<file path="src/pkg/periph_regs_pkg.sv">
package periph_regs_pkg;

  // Address window sizes in bytes
  localparam int WINDOW_STD_BYTES  = 16384;  // Ordinary peripheral window
  localparam int WINDOW_IRQC_BYTES = 4096;   // Interrupt controller window

  // Bus data width; every register occupies one aligned word
  localparam int BUS_W = 32;

  // Register byte offsets inside the window
  localparam logic [11:0] OFF_CTRL   = 12'h000;  // Command, write only
  localparam logic [11:0] OFF_MODE   = 12'h004;  // Configuration, read/write
  localparam logic [11:0] OFF_STAT   = 12'h008;  // Status, read only
  localparam logic [11:0] OFF_CHEN   = 12'h010;  // Channel enable, write ones
  localparam logic [11:0] OFF_CHDIS  = 12'h014;  // Channel disable, write ones
  localparam logic [11:0] OFF_CHSTAT = 12'h018;  // Channel enable status
  localparam logic [11:0] OFF_IEN    = 12'h020;  // Interrupt enable, write ones
  localparam logic [11:0] OFF_IDIS   = 12'h024;  // Interrupt disable, write ones
  localparam logic [11:0] OFF_IMASK  = 12'h028;  // Interrupt mask, read only
  localparam logic [11:0] OFF_DOUT   = 12'h030;  // Data to the peripheral
  localparam logic [11:0] OFF_DIN    = 12'h034;  // Data from the peripheral

  // Default implemented field widths
  localparam int CMD_W_DEF  = 8;
  localparam int MODE_W_DEF = 16;
  localparam int STAT_W_DEF = 8;
  localparam int CH_W_DEF   = 8;
  localparam int DATA_W_DEF = 32;

  // Reset values
  localparam logic [31:0] MODE_RST  = 32'h0000_0000;
  localparam logic [31:0] DOUT_RST  = 32'h0000_0000;
  localparam logic [31:0] BANK_RST  = 32'h0000_0000;
  localparam logic [31:0] RDATA_RST = 32'h0000_0000;

endpackage

</file>
<file path="src/logic/set_clear_bank.sv">
`timescale 1ns/100ps
// Bit bank changed only by write-one-to-set and write-one-to-clear strobes
module set_clear_bank
#(
  parameter int W = 8
)
(
  input  wire logic         clk_i,
  input  wire logic         rst_n_i,
  input  wire logic [W-1:0] set_i,
  input  wire logic [W-1:0] clr_i,
  output logic      [W-1:0] q_o
);
  import periph_regs_pkg::*;

  // All state of the bank
  typedef struct packed {
    logic [W-1:0] bits;  // Current bit values
  } bank_type;

  bank_type state_reg;   // Registered state
  bank_type state_next;  // Next state

  ////////////////////////////////////////////////////////////////////////////
  // Next-state logic
  always_comb
  begin
    state_next = state_reg;
    state_next.bits = state_next.bits & ~clr_i;
    // Ones set bits
    // Set is applied last so it wins if both strobes ever hit one bit
    state_next.bits = state_next.bits | set_i;
    // Zero bits keep value
    // Falls out of the masking above: zeros touch nothing
  end

  ////////////////////////////////////////////////////////////////////////////
  // State register
  always_ff @(posedge clk_i)
  begin
    if (!rst_n_i)
    begin
      state_reg.bits <= BANK_RST[W-1:0];
    end
    else
    begin
      state_reg <= state_next;
    end
  end

  assign q_o = state_reg.bits;

endmodule

</file>
<file path="src/logic/periph_register_block.sv">
// Design decisions made here: the placing of the registers and the strobed register port.
`timescale 1ns/100ps
// Notes on behaviour
// - Register data path is 32 bits wide
// - Word access only, low address bits ignored
// - Window of 16 Kbyte, 4 Kbyte for irq controller
// - Command register: write one fires, zero nothing
// - Mode register read/write, resets to zero
// - Status register read only, writes ignored
// - Data registers move values both ways
// - Enable address ones set status bits
// - Disable address ones clear status bits
// - Zero bits on enable/disable change nothing
// - Unused bits read zero, write zero
// - Interrupt is OR of status AND mask
// - Mask readable, changed only via enable/disable
module periph_register_block
  import periph_regs_pkg::*;
#(
  parameter int WINDOW_BYTES = WINDOW_STD_BYTES,
  parameter int CMD_W        = CMD_W_DEF,
  parameter int MODE_W       = MODE_W_DEF,
  parameter int STAT_W       = STAT_W_DEF,
  parameter int CH_W         = CH_W_DEF,
  parameter int DATA_W       = DATA_W_DEF,
  parameter int ADDR_W       = $clog2(WINDOW_BYTES)
)
(
  input  wire logic              clk_i,          // Bus clock
  input  wire logic              rst_n_i,        // Sync reset, active low
  input  wire logic [ADDR_W-1:0] addr_i,         // Byte address in window
  input  wire logic [BUS_W-1:0]  wdata_i,        // Write data
  input  wire logic              wr_i,           // Write strobe
  input  wire logic              rd_i,           // Read strobe
  output logic      [BUS_W-1:0]  rdata_o,        // Read data, cycle after rd_i
  output logic      [CMD_W-1:0]  cmd_o,          // One-cycle command pulses
  output logic      [MODE_W-1:0] mode_o,         // Configuration
  output logic      [DATA_W-1:0] data_out_o,     // Data toward the peripheral
  output logic                   data_out_stb_o, // Pulse when data_out_o written
  input  wire logic [DATA_W-1:0] data_in_i,      // Data from the peripheral
  input  wire logic [STAT_W-1:0] status_i,       // Peripheral condition bits
  output logic      [CH_W-1:0]   chan_en_o,      // Channel enable status
  output logic      [STAT_W-1:0] irq_mask_o,     // Interrupt mask
  output logic                   irq_o           // To vectored_irq_controller
);
  import periph_regs_pkg::*;

  ////////////////////////////////////////////////////////////////////////////
  // Decode helpers
  // Window size sets decode width

  // Low address bits dropped
  // Word hit: the two low address bits never take part, so a byte or
  // half-word access lands on the whole word that holds it
  function automatic logic reg_hit(input logic [ADDR_W-1:0] a,
                                   input logic [11:0]       off);
    reg_hit = ({a[ADDR_W-1:2], 2'b00} == ADDR_W'(off));
  endfunction

  // Any implemented register at this address
  function automatic logic reg_mapped(input logic [ADDR_W-1:0] a);
    reg_mapped = reg_hit(a, OFF_CTRL)  || reg_hit(a, OFF_MODE)   ||
                 reg_hit(a, OFF_STAT)  || reg_hit(a, OFF_CHEN)   ||
                 reg_hit(a, OFF_CHDIS) || reg_hit(a, OFF_CHSTAT) ||
                 reg_hit(a, OFF_IEN)   || reg_hit(a, OFF_IDIS)   ||
                 reg_hit(a, OFF_IMASK) || reg_hit(a, OFF_DOUT)   ||
                 reg_hit(a, OFF_DIN);
  endfunction

  ////////////////////////////////////////////////////////////////////////////
  // State

  // All state held in this module; set/clear banks live in instances
  typedef struct packed {
    logic [MODE_W-1:0] mode;     // Configuration register
    logic [CMD_W-1:0]  cmd;      // Command pulses
    logic [DATA_W-1:0] dout;     // Outgoing data
    logic              dstb;     // Outgoing data strobe
    logic [STAT_W-1:0] stat;     // Registered status
    logic              irq;      // Interrupt request
    logic [BUS_W-1:0]  rdata;    // Read data
  } state_type;

  state_type         state_reg;   // Registered state
  state_type         state_next;  // Next state
  logic [CH_W-1:0]   ch_set;      // Channel enable strobes
  logic [CH_W-1:0]   ch_clr;      // Channel disable strobes
  logic [STAT_W-1:0] im_set;      // Mask enable strobes
  logic [STAT_W-1:0] im_clr;      // Mask disable strobes
  logic [CH_W-1:0]   ch_q;        // Channel enable bank
  logic [STAT_W-1:0] im_q;        // Mask bank
  logic [STAT_W-1:0] masked;      // Status bits that pass the mask
  logic              irq_raw;     // OR of the masked bits

  ////////////////////////////////////////////////////////////////////////////
  // Strobes toward the set/clear banks

  // Mask enable/disable decode
  // Nothing else can reach the banks, so a mask write at its read
  // address leaves it alone
  always_comb
  begin
    ch_set = '0;
    ch_clr = '0;
    im_set = '0;
    im_clr = '0;
    if (wr_i)
    begin
      if (reg_hit(addr_i, OFF_CHEN))
        ch_set = wdata_i[CH_W-1:0];
      if (reg_hit(addr_i, OFF_CHDIS))
        ch_clr = wdata_i[CH_W-1:0];
      if (reg_hit(addr_i, OFF_IEN))
        im_set = wdata_i[STAT_W-1:0];
      if (reg_hit(addr_i, OFF_IDIS))
        im_clr = wdata_i[STAT_W-1:0];
    end
  end

  // Channel enable/disable/status triplet
  set_clear_bank #(.W(CH_W)) chan_bank (
    .clk_i   (clk_i),
    .rst_n_i (rst_n_i),
    .set_i   (ch_set),
    .clr_i   (ch_clr),
    .q_o     (ch_q)
  );

  // Interrupt enable/disable/mask triplet
  set_clear_bank #(.W(STAT_W)) mask_bank (
    .clk_i   (clk_i),
    .rst_n_i (rst_n_i),
    .set_i   (im_set),
    .clr_i   (im_clr),
    .q_o     (im_q)
  );

  ////////////////////////////////////////////////////////////////////////////
  // Interrupt source

  genvar gi;
  generate
    for (gi = 0; gi < STAT_W; gi = gi + 1)
    begin : g_mask
      assign masked[gi] = state_reg.stat[gi] & im_q[gi];
    end
  endgenerate

  assign irq_raw = |masked;

  ////////////////////////////////////////////////////////////////////////////
  // Next-state logic
  always_comb
  begin
    state_next = state_reg;
    // Commands and the data strobe last one cycle only
    state_next.cmd  = '0;
    state_next.dstb = 1'b0;
    // Status follows the peripheral; it is same-clock logic, no synchroniser
    state_next.stat = status_i;
    // Request is registered so irq_o comes straight from a flop
    state_next.irq  = irq_raw;
    // Read data stands only in the cycle after the strobe
    state_next.rdata = '0;

    if (wr_i)
    begin
      if (reg_hit(addr_i, OFF_CTRL))
        state_next.cmd = wdata_i[CMD_W-1:0];
      if (reg_hit(addr_i, OFF_MODE))
        state_next.mode = wdata_i[MODE_W-1:0];
      if (reg_hit(addr_i, OFF_DOUT))
      begin
        state_next.dout = wdata_i[DATA_W-1:0];
        state_next.dstb = 1'b1;
      end
      // Status writes ignored
      // No branch for the status address: its flops only follow status_i
    end

    if (rd_i)
    begin
      // Unused bits read zero
      // Every field is zero-extended into the 32-bit word
      if (reg_hit(addr_i, OFF_MODE))
        state_next.rdata = BUS_W'(state_reg.mode);
      else if (reg_hit(addr_i, OFF_STAT))
        state_next.rdata = BUS_W'(state_reg.stat);
      else if (reg_hit(addr_i, OFF_CHSTAT))
        state_next.rdata = BUS_W'(ch_q);
      else if (reg_hit(addr_i, OFF_IMASK))
        state_next.rdata = BUS_W'(im_q);
      else if (reg_hit(addr_i, OFF_DOUT))
        state_next.rdata = BUS_W'(state_reg.dout);
      else if (reg_hit(addr_i, OFF_DIN))
        state_next.rdata = BUS_W'(data_in_i);
      else
        // Write-only and unmapped words read as zero
        state_next.rdata = '0;
    end
  end

  ////////////////////////////////////////////////////////////////////////////
  // State register
  always_ff @(posedge clk_i)
  begin
    if (!rst_n_i)
    begin
      state_reg.mode  <= MODE_RST[MODE_W-1:0];
      state_reg.cmd   <= '0;
      state_reg.dout  <= DOUT_RST[DATA_W-1:0];
      state_reg.dstb  <= 1'b0;
      state_reg.stat  <= '0;
      state_reg.irq   <= 1'b0;
      state_reg.rdata <= RDATA_RST;
    end
    else
    begin
      state_reg <= state_next;
    end
  end

  ////////////////////////////////////////////////////////////////////////////
  // Outputs, all from flops
  assign rdata_o        = state_reg.rdata;
  assign cmd_o          = state_reg.cmd;
  assign mode_o         = state_reg.mode;
  assign data_out_o     = state_reg.dout;
  assign data_out_stb_o = state_reg.dstb;
  assign chan_en_o      = ch_q;
  assign irq_mask_o     = im_q;
  assign irq_o          = state_reg.irq;

  ////////////////////////////////////////////////////////////////////////////
  // Assertions

  a_bus_width: assert property (@(posedge clk_i) disable iff (!rst_n_i)
    rd_i && reg_hit(addr_i, OFF_DOUT) |=> rdata_o == BUS_W'($past(data_out_o)))
    else $error("data word not read back on the full bus");

  a_window_size: assert property (@(posedge clk_i) disable iff (!rst_n_i)
    (1 << ADDR_W) == WINDOW_BYTES &&
    (WINDOW_BYTES == WINDOW_STD_BYTES || WINDOW_BYTES == WINDOW_IRQC_BYTES))
    else $error("address window size is wrong");

  a_cmd_pulse: assert property (@(posedge clk_i) disable iff (!rst_n_i)
    wr_i && reg_hit(addr_i, OFF_CTRL)
    |=> cmd_o == $past(wdata_i[CMD_W-1:0]) ##1 cmd_o == '0 || $past(wr_i))
    else $error("command pulse wrong");

  // No pulse without a command write
  a_cmd_idle: assert property (@(posedge clk_i) disable iff (!rst_n_i)
    !(wr_i && reg_hit(addr_i, OFF_CTRL)) |=> cmd_o == '0)
    else $error("command fired without a write");

  // Mode read at any byte of its word
  a_mode_read: assert property (@(posedge clk_i) disable iff (!rst_n_i)
    rd_i && reg_hit(addr_i, OFF_MODE) |=> rdata_o == BUS_W'($past(mode_o)))
    else $error("mode read mismatch");

  // Status read shows status two cycles back
  a_status_read: assert property (@(posedge clk_i) disable iff (!rst_n_i)
    rd_i && reg_hit(addr_i, OFF_STAT) |=> rdata_o == BUS_W'($past(status_i, 2)))
    else $error("status read mismatch");

  a_chan_set: assert property (@(posedge clk_i) disable iff (!rst_n_i)
    wr_i && reg_hit(addr_i, OFF_CHEN)
    |=> chan_en_o == ($past(chan_en_o) | $past(wdata_i[CH_W-1:0])))
    else $error("channel enable did not set");

  a_chan_clear: assert property (@(posedge clk_i) disable iff (!rst_n_i)
    wr_i && reg_hit(addr_i, OFF_CHDIS)
    |=> chan_en_o == ($past(chan_en_o) & ~$past(wdata_i[CH_W-1:0])))
    else $error("channel disable did not clear");

  a_mask_stable: assert property (@(posedge clk_i) disable iff (!rst_n_i)
    !(wr_i && (reg_hit(addr_i, OFF_IEN) || reg_hit(addr_i, OFF_IDIS)))
    |=> $stable(irq_mask_o))
    else $error("mask changed without enable or disable write");

  a_irq_form: assert property (@(posedge clk_i) disable iff (!rst_n_i)
    ##2 irq_o == |($past(status_i, 2) & $past(irq_mask_o)))
    else $error("interrupt request not OR of masked status");

  a_reset_quiet: assert property (@(posedge clk_i) disable iff (!rst_n_i)
    $rose(rst_n_i) |-> !irq_o && chan_en_o == '0 && irq_mask_o == '0 && mode_o == '0)
    else $error("state not cleared by reset");

  // Unmapped and idle reads are zero
  a_read_zero: assert property (@(posedge clk_i) disable iff (!rst_n_i)
    !rd_i || !reg_mapped(addr_i) || reg_hit(addr_i, OFF_CTRL) |=> rdata_o == '0)
    else $error("read data not zero");

endmodule

</file>
<file path="config.mk">
export PLATFORM = sky130hd
export DESIGN_NAME = periph_register_block
export DESIGN_NICKNAME = d
export VERILOG_FILES = /design/src/pkg/periph_regs_pkg.sv /design/src/logic/set_clear_bank.sv /design/src/logic/periph_register_block.sv
export SDC_FILE = /design/constraint.sdc
export NUM_CORES = 1
export LEC_CHECK = 0
export BUFFER_PORTS_ARGS = -buffer_cell sky130_fd_sc_hd__buf_2
export CORE_AREA = 2 2 102 104
export CTS_CLUSTER_DIAMETER = 40
export DETAILED_ROUTE_END_ITERATION = 10
export DIE_AREA = 0 0 104 106
export PLACE_DENSITY = 0.88
export RECOVER_POWER = 100
export SLEW_MARGIN = 20
export SYNTH_ARGS = -nofsm -noshare
export SYNTH_HDL_FRONTEND = slang
export SYNTH_SLANG_ARGS = --single-unit
</file>
<file path="constraint.sdc">
create_clock -name clk_i -period 2.4 [get_ports clk_i]
set_input_delay 0.12 -clock clk_i [delete_from_list [all_inputs] [get_ports clk_i]]
set_output_delay 0.12 -clock clk_i [all_outputs]
set_load 0.03 [all_outputs]
</file>
==> results of run 1 <==
==> cells in the final DEF, fill, tap and decap left out, types with 2 or more instances in the layout <==
cell type	netlist	final
or4_4	2	2
and2_0	0	9
nor3_1	1	2
buf_2	5	85
clkbuf_1	12	109
o2bb2ai_1	8	8
nor2b_1	3	3
buf_4	90	8
nor2_1	29	29
mux2i_1	16	16
dfxtp_1	114	114
a22oi_1	20	20
mux2_2	8	8
dlygate4sd3_1	0	69
bufinv_16	0	4
and2_1	16	7
inv_1	2	2
clkinv_2	0	4
clkbuf_16	0	16
nor4_1	2	2
clkinv_4	0	2
o21ai_0	57	64
nand4_1	7	7
clkbuf_8	0	4
nand2_1	49	49
nand3_1	57	57
a31oi_1	8	8
o211ai_1	16	16
o221ai_1	8	8
==> area by class of cell <==
type | count | area share, %
timing repair buffer | 271 | 24.1
inverter | 2 | 0.114
clock inverter | 10 | 2.40
clock buffer | 20 | 6.93
sequential | 114 | 34.7
tap | 136 | 2.59
multi-input combinational | 324 | 29.1
==> where the power goes <==
| part | switching [mW] | total (mW) | internal, mW |
|---|---|---|---|
| clock network | 0.852 | 2.60 | 1.75 |
| logic | 0.160 | 0.329 | 0.169 |
| registers | 0.00479 | 1.91 | 1.90 |
| total | 1.02 | 4.84 | 3.82 |
==> cells in the mapped netlist, types with 12 or more instances <==
cell type  number
clkbuf_1       12
and2_1         16
nor2_1         29
dfxtp_1       114
a22oi_1        20
o21ai_0        57
mux2i_1        16
nand2_1        49
nand3_1        57
o211ai_1       16
buf_4          90
==> worst min path at each step <==
stage                 startpoint       endpoint
global route           addr_i[5]     rdata_o[1]
global placement     status_i[0]  state_reg[33]
finish              data_in_i[2]     rdata_o[2]
floorplan             wdata_i[0]       cmd_o[0]
detailed placement   status_i[6]  state_reg[39]
CTS                    addr_i[5]     rdata_o[5]
==> cells by family after synthesis <==
kind of cell / Yosys count / synth area share [%]
and+or+nand+nor: 174 / 17.1
buffers and inverters: 126 / 17.7
muxes: 24 / 4.90
DFF: 114 / 44.7
AOI/OAI and AO/OA: 126 / 15.6
==> tightest hold or removal path, delay by kind of cell <==
kind                   cells  cell delay [ps]
buffers and inverters      1               70
muxes                      1              130
AOI/OAI and AO/OA          1              140
and+or+nand+nor            1               50
==> layer usage <==
metal	vias up	share of wire [%]	global-route usage [%]
li1	2237	-	-
met1	2215	38	29.5
met2	301	49	45.8
met3	64	8.1	7.54
met4	0	4.7	15.9
met5	-	0	0
==> results.cfg, run 1 <==
[floorplanning]
pin_count = 196
core_area_um2 = 10000
placementRows = 37
die_x_um = 104
die_h_um = 106
dieArea_um2 = 11000
start_util_pct = 51.1

[global_routing]
overflow = 0
antenna_found_initial = 0
grt_pass1_vias = 4752
grt_pass1_wl_mm = 23.2
grt_use_total_pct = 26.7
grt_start_max_net_pins = 92

[timing]
timing.final.ws_setup_ps = 553
holdWs_ps = 32.9
finalHoldViolCount = 0
post-route-period-util_pct = 76.9
rsz0062_at_grt = false
tightestPinTransition_ps = 892
fmax_ghz = 0.541
relSlewSlack_pct = 40.5
tns_ps = 0
fin_skew_ps = 6.17
setup_viol = 0
slew_viol_final = 0
period_minus_slack_ps = 1850

[clock_network]
cts_resized = 0
cts_sinks = 114
post_cts_buffers = 0
htreeDepth = 4
cts_buffers = 17
cts_buffer_depth = 2
root_buffer = clkbuf_8
path_clk_slew_ps = 50
cts_hold_buffers = 69
clk_latency_ps = 520
cts_tree = yes

[worst_setup_path]
ff2ff_path_depth = 4
crit_chain = dlygate4sd3_1 > buf_4 > nand2_1 > nor3_1 > clkbuf_1 > and2_2 > o2bb2ai_1
worst_ep_arrival_time_ps = 2290
timing.rr.end = rdata_o[7]
crit_end = rdata_o[9]
startpoint = rst_n_i
crit_path_start_kind = primary input
critPathKind = in -> reg
worst-path-buf-inv = 3
max_stage_delay_ps = 550
cp-end-kind = flop
cpLargestDelayFamily = buffers and inverters
crit_slowest_cell = dlygate4sd3_1
cp.depth = 7
critPathRequiredTime_ps = 2840
r2r_slack_ps = 1350
rr_startpoint = chan_bank.q_o[7]
path_max_fanout = 19

[synthesis]
ys_ff_latch = 114
synth_edf_count = 0
ys_seq_area_share_pct = 44.7
yosys-top-cells-area = dfxtp_1, buf_4, nand3_1, o21ai_0, nand2_1
syn_inst = 564
synth_top_area_share_pct = 44.7
yosys_most_used_dff = dfxtp_1
postSynthAreaPerCell_um2 = 9.05
ys_types = 37
synth_top_area_cell = dfxtp_1
syn-cell-area_um2 = 5110
ys.warnings.count = 0
synth_nets = 654
postSynth.asyncResetShare_pct = 0

[drt]
num_vias = 4817
drc = 0
drt-pass1-iter-count = 8
wire_per_inst_um = 17.0
vias_per_cell = 5.49
wl_mm = 14.9
drt-initial-drc-count = 386
ant_nets = 0

[placed_design]
dpl_cell_area_um2 = 5410
gp_congestion = 0.898
io_buffers = 193
dpl.hpwl_mm = 9.36
pre_cts_ws_ps = 650
dp.cells = 778

[final_layout]
multiInputGateArea_um2 = 1910
regArea_um2 = 2280
post-route-cell-area_um2 = 6570
fillers = 829
stdcell_count = 877
drive_gt1_share_pct = 18.5
syn_to_final_growth_pct = 28.7
fin_util_pct = 65.7
diodes = 0
nets = 820

[pwr]
ir_worst_vdd_v = 0.000405
p_leak_nw = 2.55
p_total_mw = 4.84
power_density_nw_per_um2 = 736

[status]
status = completed

[job]
cap_viol_max_count = 0

[hold_path]
holdPathStages = 4
hp-class = in -> reg
(Power assumes the default switching activity.)
==> run 2: changes to the inputs <==
--- a/config.mk
+++ b/config.mk
@@ -5,12 +5,13 @@
 export SDC_FILE = /design/constraint.sdc
 export NUM_CORES = 1
 export LEC_CHECK = 0
+export ABC_AREA = 1
 export BUFFER_PORTS_ARGS = -buffer_cell sky130_fd_sc_hd__buf_2
-export CORE_AREA = 2 2 102 104
+export CORE_AREA = 2 2 113 115
 export CTS_CLUSTER_DIAMETER = 40
 export DETAILED_ROUTE_END_ITERATION = 10
-export DIE_AREA = 0 0 104 106
-export PLACE_DENSITY = 0.88
+export DIE_AREA = 0 0 115 117
+export PLACE_DENSITY = 0.8
 export RECOVER_POWER = 100
 export SLEW_MARGIN = 20
 export SYNTH_ARGS = -nofsm -noshare
==> constraint.sdc (replaced) <==
create_clock -name clk_i -period 1.6 [get_ports clk_i]
set_input_delay 0.08 -clock clk_i [delete_from_list [all_inputs] [get_ports clk_i]]
set_output_delay 0.08 -clock clk_i [all_outputs]
set_load 0.03 [all_outputs]
==> results.cfg, run 2 <==
[synthesis]
syn-cell-area_um2 = 5440
ys_types = 29
yosys_most_used_dff = dfxtp_1
yosysMostFrequentCell = nand2_1
syn_inst = 754
postSynth.asyncResetShare_pct = 0
ys.warnings.count = 0
synth_edf_count = 0
synth_top_area_share_pct = 41.9
synth_common_cells = nand2_1, dfxtp_1, buf_4, nor2_1, nand3_1
ys_seq_area_share_pct = 41.9
ys_ff_latch = 114
synth_nets = 844
synth_top_area_cell = dfxtp_1
postSynthAreaPerCell_um2 = 7.22
yosys-top-cells-area = dfxtp_1, buf_4, nand2_1, nand3_1, nor2_1

[placed_design]
dpl.hpwl_mm = 11.2
gp_congestion = 0.943
io_buffers = 193
dp.cells = 1002

[timing]
period_minus_slack_ps = 1290
rsz0062_at_grt = false
slew_viol_final = 0
tightestPinTransition_ps = 676
fmax_ghz = 0.775
post-route-period-util_pct = 80.7
relSlewSlack_pct = 54.9
setup_viol = 0
finalHoldViolCount = 0
fin_skew_ps = 7.85

[worst_setup_path]
worst_ep_arrival_time_ps = 1580
ff2ff_path_depth = 4
path_max_fanout = 16
timing.rr.end = irq_o
critPathRequiredTime_ps = 1890
critPathKind = in -> reg
rr_startpoint = mask_bank.q_o[0]
r2r_slack_ps = 600
crit_path_start_kind = primary input
cp-end-kind = flop

[hold_path]
hold_start = data_in_i[4]
hp-class = in -> reg
holdPathEnd = rdata_o[4]
holdPathStages = 5

[clock_network]
post_cts_buffers = 0
root_buffer = clkbuf_16
cts_tree = yes
cts_resized = 0
htreeDepth = 4
cts_sinks = 114
path_clk_slew_ps = 50
clk_latency_ps = 420
cts_buffer_depth = 2
cts_buffers = 17
cts_hold_buffers = 48

[final_layout]
syn_to_final_growth_pct = 25.5
nets = 1009
stdcell_count = 1083
final_common_cell = nand2_1
final_cell_mix = nand2_1, clkbuf_1, dfxtp_1, nor2_1, buf_2
drive_gt1_share_pct = 16.2

[global_routing]
grt_start_max_net_pins = 32
overflow = 0
grt_pass1_vias = 4935
grt_use_total_pct = 23.6
grt_pass1_wl_mm = 24.2
antenna_found_initial = 1

[floorplanning]
dieArea_um2 = 13500
core_area_um2 = 12300
start_util_pct = 44.2
die_x_um = 115
placementRows = 41
pin_count = 196
die_h_um = 117

[drt]
drt-pass1-iter-count = 6
wire_per_inst_um = 15.1
vias_per_cell = 5.06
drt-initial-drc-count = 565
num_vias = 5476
ant_nets = 0
wl_mm = 16.3
drc = 0

[pwr]
p_leak_nw = 3.00
ir_worst_vdd_v = 0.000681
p_total_mw = 6.94
power_density_nw_per_um2 = 1020

[status]
status = completed

[job]
cap_viol_max_count = 0
run 2: final cells by class:
type                            count  area (um2)
Multi-Input combinational cell    460        2080
Antenna cell                        2        5.00
Fill cell                        1178        5480
Sequential cell                   114        2280
Clock inverter                      5        75.1
Clock buffer                       26         499
Inverter                           60         225
Tap cell                          150         188
Timing Repair Buffer              266        1480
run 2: logic make-up after synthesis:
group | Yosys count | synth area share, %
compound gates | 120 | 11.2
buf+inv | 180 | 19.4
flops | 114 | 41.9
simple gates | 340 | 27.4
run 2: stage by stage:
| step | instance area, um2 | hold slack, ps | utilization [%] | setup slack (ps) | setup TNS [ps] |
|---|---|---|---|---|---|
| floorplan | 5440 | 178 | - | 375 | 0 |
| global placement | 5970 | 262 | 48.5 | 14.0 | 0 |
| detailed placement | 5970 | 263 | 48.5 | -27.3 | -94.9 |
| CTS | 7030 | 13.2 | 57.1 | 382 | 0 |
| global route | 6830 | 42.3 | 55.5 | 105 | 0 |
| finish | 6830 | 27.2 | 55.5 | 310 | 0 |
run 2: critical path: stages:
cell and delay (ps):
buf_2 100, nor2_1 90, nand2_1 130, nor2_4 260
nand2_1 280, nand3_1 210, nor2_4 90, inv_2 240
nor2_1 100
run 2: power breakdown:
part           switching (mW)  internal, mW  total [mW]
clock                    1.23          2.44        3.66
combinational           0.218         0.196       0.414
sequential            0.00785          2.86        2.86
total                    1.45          5.49        6.94
run 2: worst max path at each step:
| stage | endpoint | slack [ps] | startpoint |
|---|---|---|---|
| floorplan | mode_o[6] | 380 | addr_i[11] |
| global placement | rdata_o[18] | 10 | addr_i[9] |
| detailed placement | rdata_o[30] | -30 | addr_i[11] |
| CTS | rdata_o[9] | 380 | addr_i[9] |
| global route | rdata_o[29] | 110 | addr_i[7] |
| finish | rdata_o[24] | 310 | addr_i[9] |
run 2: per-layer routing:
| layer | GRT usage [%] | wire, um | vias up |
|---|---|---|---|
| met5 | 0 | 0 | - |
| met4 | 13.9 | 525 | 0 |
| met3 | 5.92 | 1460 | 57 |
| met2 | 39.3 | 7930 | 308 |
| met1 | 27.8 | 6400 | 2453 |
| li1 | - | - | 2658 |
==> run 3: changes to the inputs <==
--- a/config.mk
+++ b/config.mk
@@ -7,11 +7,11 @@
 export LEC_CHECK = 0
 export ABC_AREA = 1
 export BUFFER_PORTS_ARGS = -buffer_cell sky130_fd_sc_hd__buf_2
-export CORE_AREA = 2 2 113 115
+export CORE_AREA = 2 2 108 110
 export CTS_CLUSTER_DIAMETER = 40
 export DETAILED_ROUTE_END_ITERATION = 10
-export DIE_AREA = 0 0 115 117
-export PLACE_DENSITY = 0.8
+export DIE_AREA = 0 0 110 112
+export PLACE_DENSITY = 0.83
 export RECOVER_POWER = 100
 export SLEW_MARGIN = 20
 export SYNTH_ARGS = -nofsm -noshare
==> constraint.sdc (replaced) <==
create_clock -name clk_i -period 1.28 [get_ports clk_i]
set_input_delay 0.064 -clock clk_i [delete_from_list [all_inputs] [get_ports clk_i]]
set_output_delay 0.064 -clock clk_i [all_outputs]
set_load 0.03 [all_outputs]
==> results.cfg, run 3 (synthesized netlist as in run 2, its figures left out) <==
[status]
status = completed

[timing]
slew_viol_final = 0
fmax_ghz = 0.836
setup_viol = 0
fin_skew_ps = 4.99
finalHoldViolCount = 0
post-route-period-util_pct = 93.4
relSlewSlack_pct = 71.4
rsz0062_at_grt = false
period_minus_slack_ps = 1200
tightestPinTransition_ps = 431

[clock_network]
cts_tree = yes
cts_sinks = 114
path_clk_slew_ps = 50
htreeDepth = 4
cts_buffer_depth = 2
clk_latency_ps = 410
root_buffer = clkbuf_16
cts_buffers = 17
post_cts_buffers = 0

[drt]
drc = 0
ant_nets = 0
vias_per_cell = 5.11
drt-pass1-iter-count = 5
wl_mm = 16.7
wire_per_inst_um = 15.3
drt-initial-drc-count = 531
num_vias = 5579

[floorplanning]
start_util_pct = 48.7
pin_count = 196
die_x_um = 110
dieArea_um2 = 12300
die_h_um = 112
placementRows = 39
core_area_um2 = 11200

[placed_design]
dpl_cell_area_um2 = 6250
io_buffers = 193
dp.cells = 1022
dpl.hpwl_mm = 11.3
gp_congestion = 0.915

[final_layout]
stdcell_count = 1092
diodes = 0
nets = 1029
drive_gt1_share_pct = 21.7
syn_to_final_growth_pct = 30.6
post-route-cell-area_um2 = 7110
final_cell_mix = nand2_1, dfxtp_1, clkbuf_1, nor2_1, buf_2
final_common_cell = nand2_1

[worst_setup_path]
path_max_fanout = 8
cp-end-kind = flop
crit_path_start_kind = primary input
critPathRequiredTime_ps = 1570
worst_ep_arrival_time_ps = 1480
critPathKind = in -> reg

[job]
cap_viol_max_count = 0

[global_routing]
grt_use_total_pct = 27.1
grt_start_max_net_pins = 51
grt_pass1_vias = 5377
antenna_found_initial = 0
overflow = 0
grt_pass1_wl_mm = 25.9

[pwr]
p_total_mw = 8.68
p_leak_nw = 3.25
power_density_nw_per_um2 = 1220
ir_worst_vdd_v = 0.000812

[hold_path]
hp-class = in -> reg
run 3: cell types whose count changed in the layout (fill, tap and decap cells not counted), sizes merged:
cell and delta:
clkbuf -6, clkinv +1, diode -2, buf +30
dlygate4sd3 -7
run 3: metrics by stage:
stage | TNS, ps | worst slack [ps] | hold WS, ps | util (%)
final | 0 | 84.3 | 8.35 | 63.6
after floorplan | 0 | 71.4 | 162 | -
after global placement | -9780 | -154 | 248 | 56.0
after global routing | 0 | 25.7 | 38.1 | 63.6
after CTS | 0 | 100 | 3.50 | 64.7
after detailed placement | -13870 | -227 | 248 | 56.0
run 3: repair_timing:
action | 4_1_cts | 5_1_grt
gates resized for setup | 0 | 1
hold buffers | 41 | 0
endpoints found under the setup margin | 0 | 1
hold endpoints to repair | 62 | 0
run 3: final timing paths:
check	startpoint	end	slack (ps)	depth (start not counted)
hold / removal	data_in_i[5]	rdata_o[5]	8	5
hold reg to reg	data_out_o[13]	data_out_o[13]	470	2
setup reg to reg	mask_bank.q_o[5]	irq_o	360	3
setup / recovery	wr_i	mask_bank.q_o[3]	80	6
run 3: final cells by class:
type / count / area [um2]
Inverter: 60 / 225
Clock buffer: 23 / 488
Sequential cell: 114 / 2280
Fill cell: 996 / 4070
Timing Repair Buffer: 286 / 1750
Multi-Input combinational cell: 460 / 2100
Tap cell: 143 / 179
Clock inverter: 6 / 80.1
run 3: critical path: stages:
cell	delay (ps)
dlygate4sd3_1	540
buf_2	200
buf_4	180
nand2_1	140
o21ai_0	250
a21oi_1	110
run 3: layer usage:
layer | share of wire [%] | global-route usage [%]
met1 | 41 | 33.7
met2 | 47 | 42.5
met3 | 8.4 | 7.14
met4 | 4.1 | 14.3
met5 | 0 | 0
run 3: power by group:
group | leakage, nW | switching (mW) | internal, mW
Combinational | 2.05 | 0.283 | 0.271
Clock | 0.285 | 1.53 | 3.02
Sequential | 0.920 | 0.0107 | 3.57
Total | 3.25 | 1.83 | 6.86
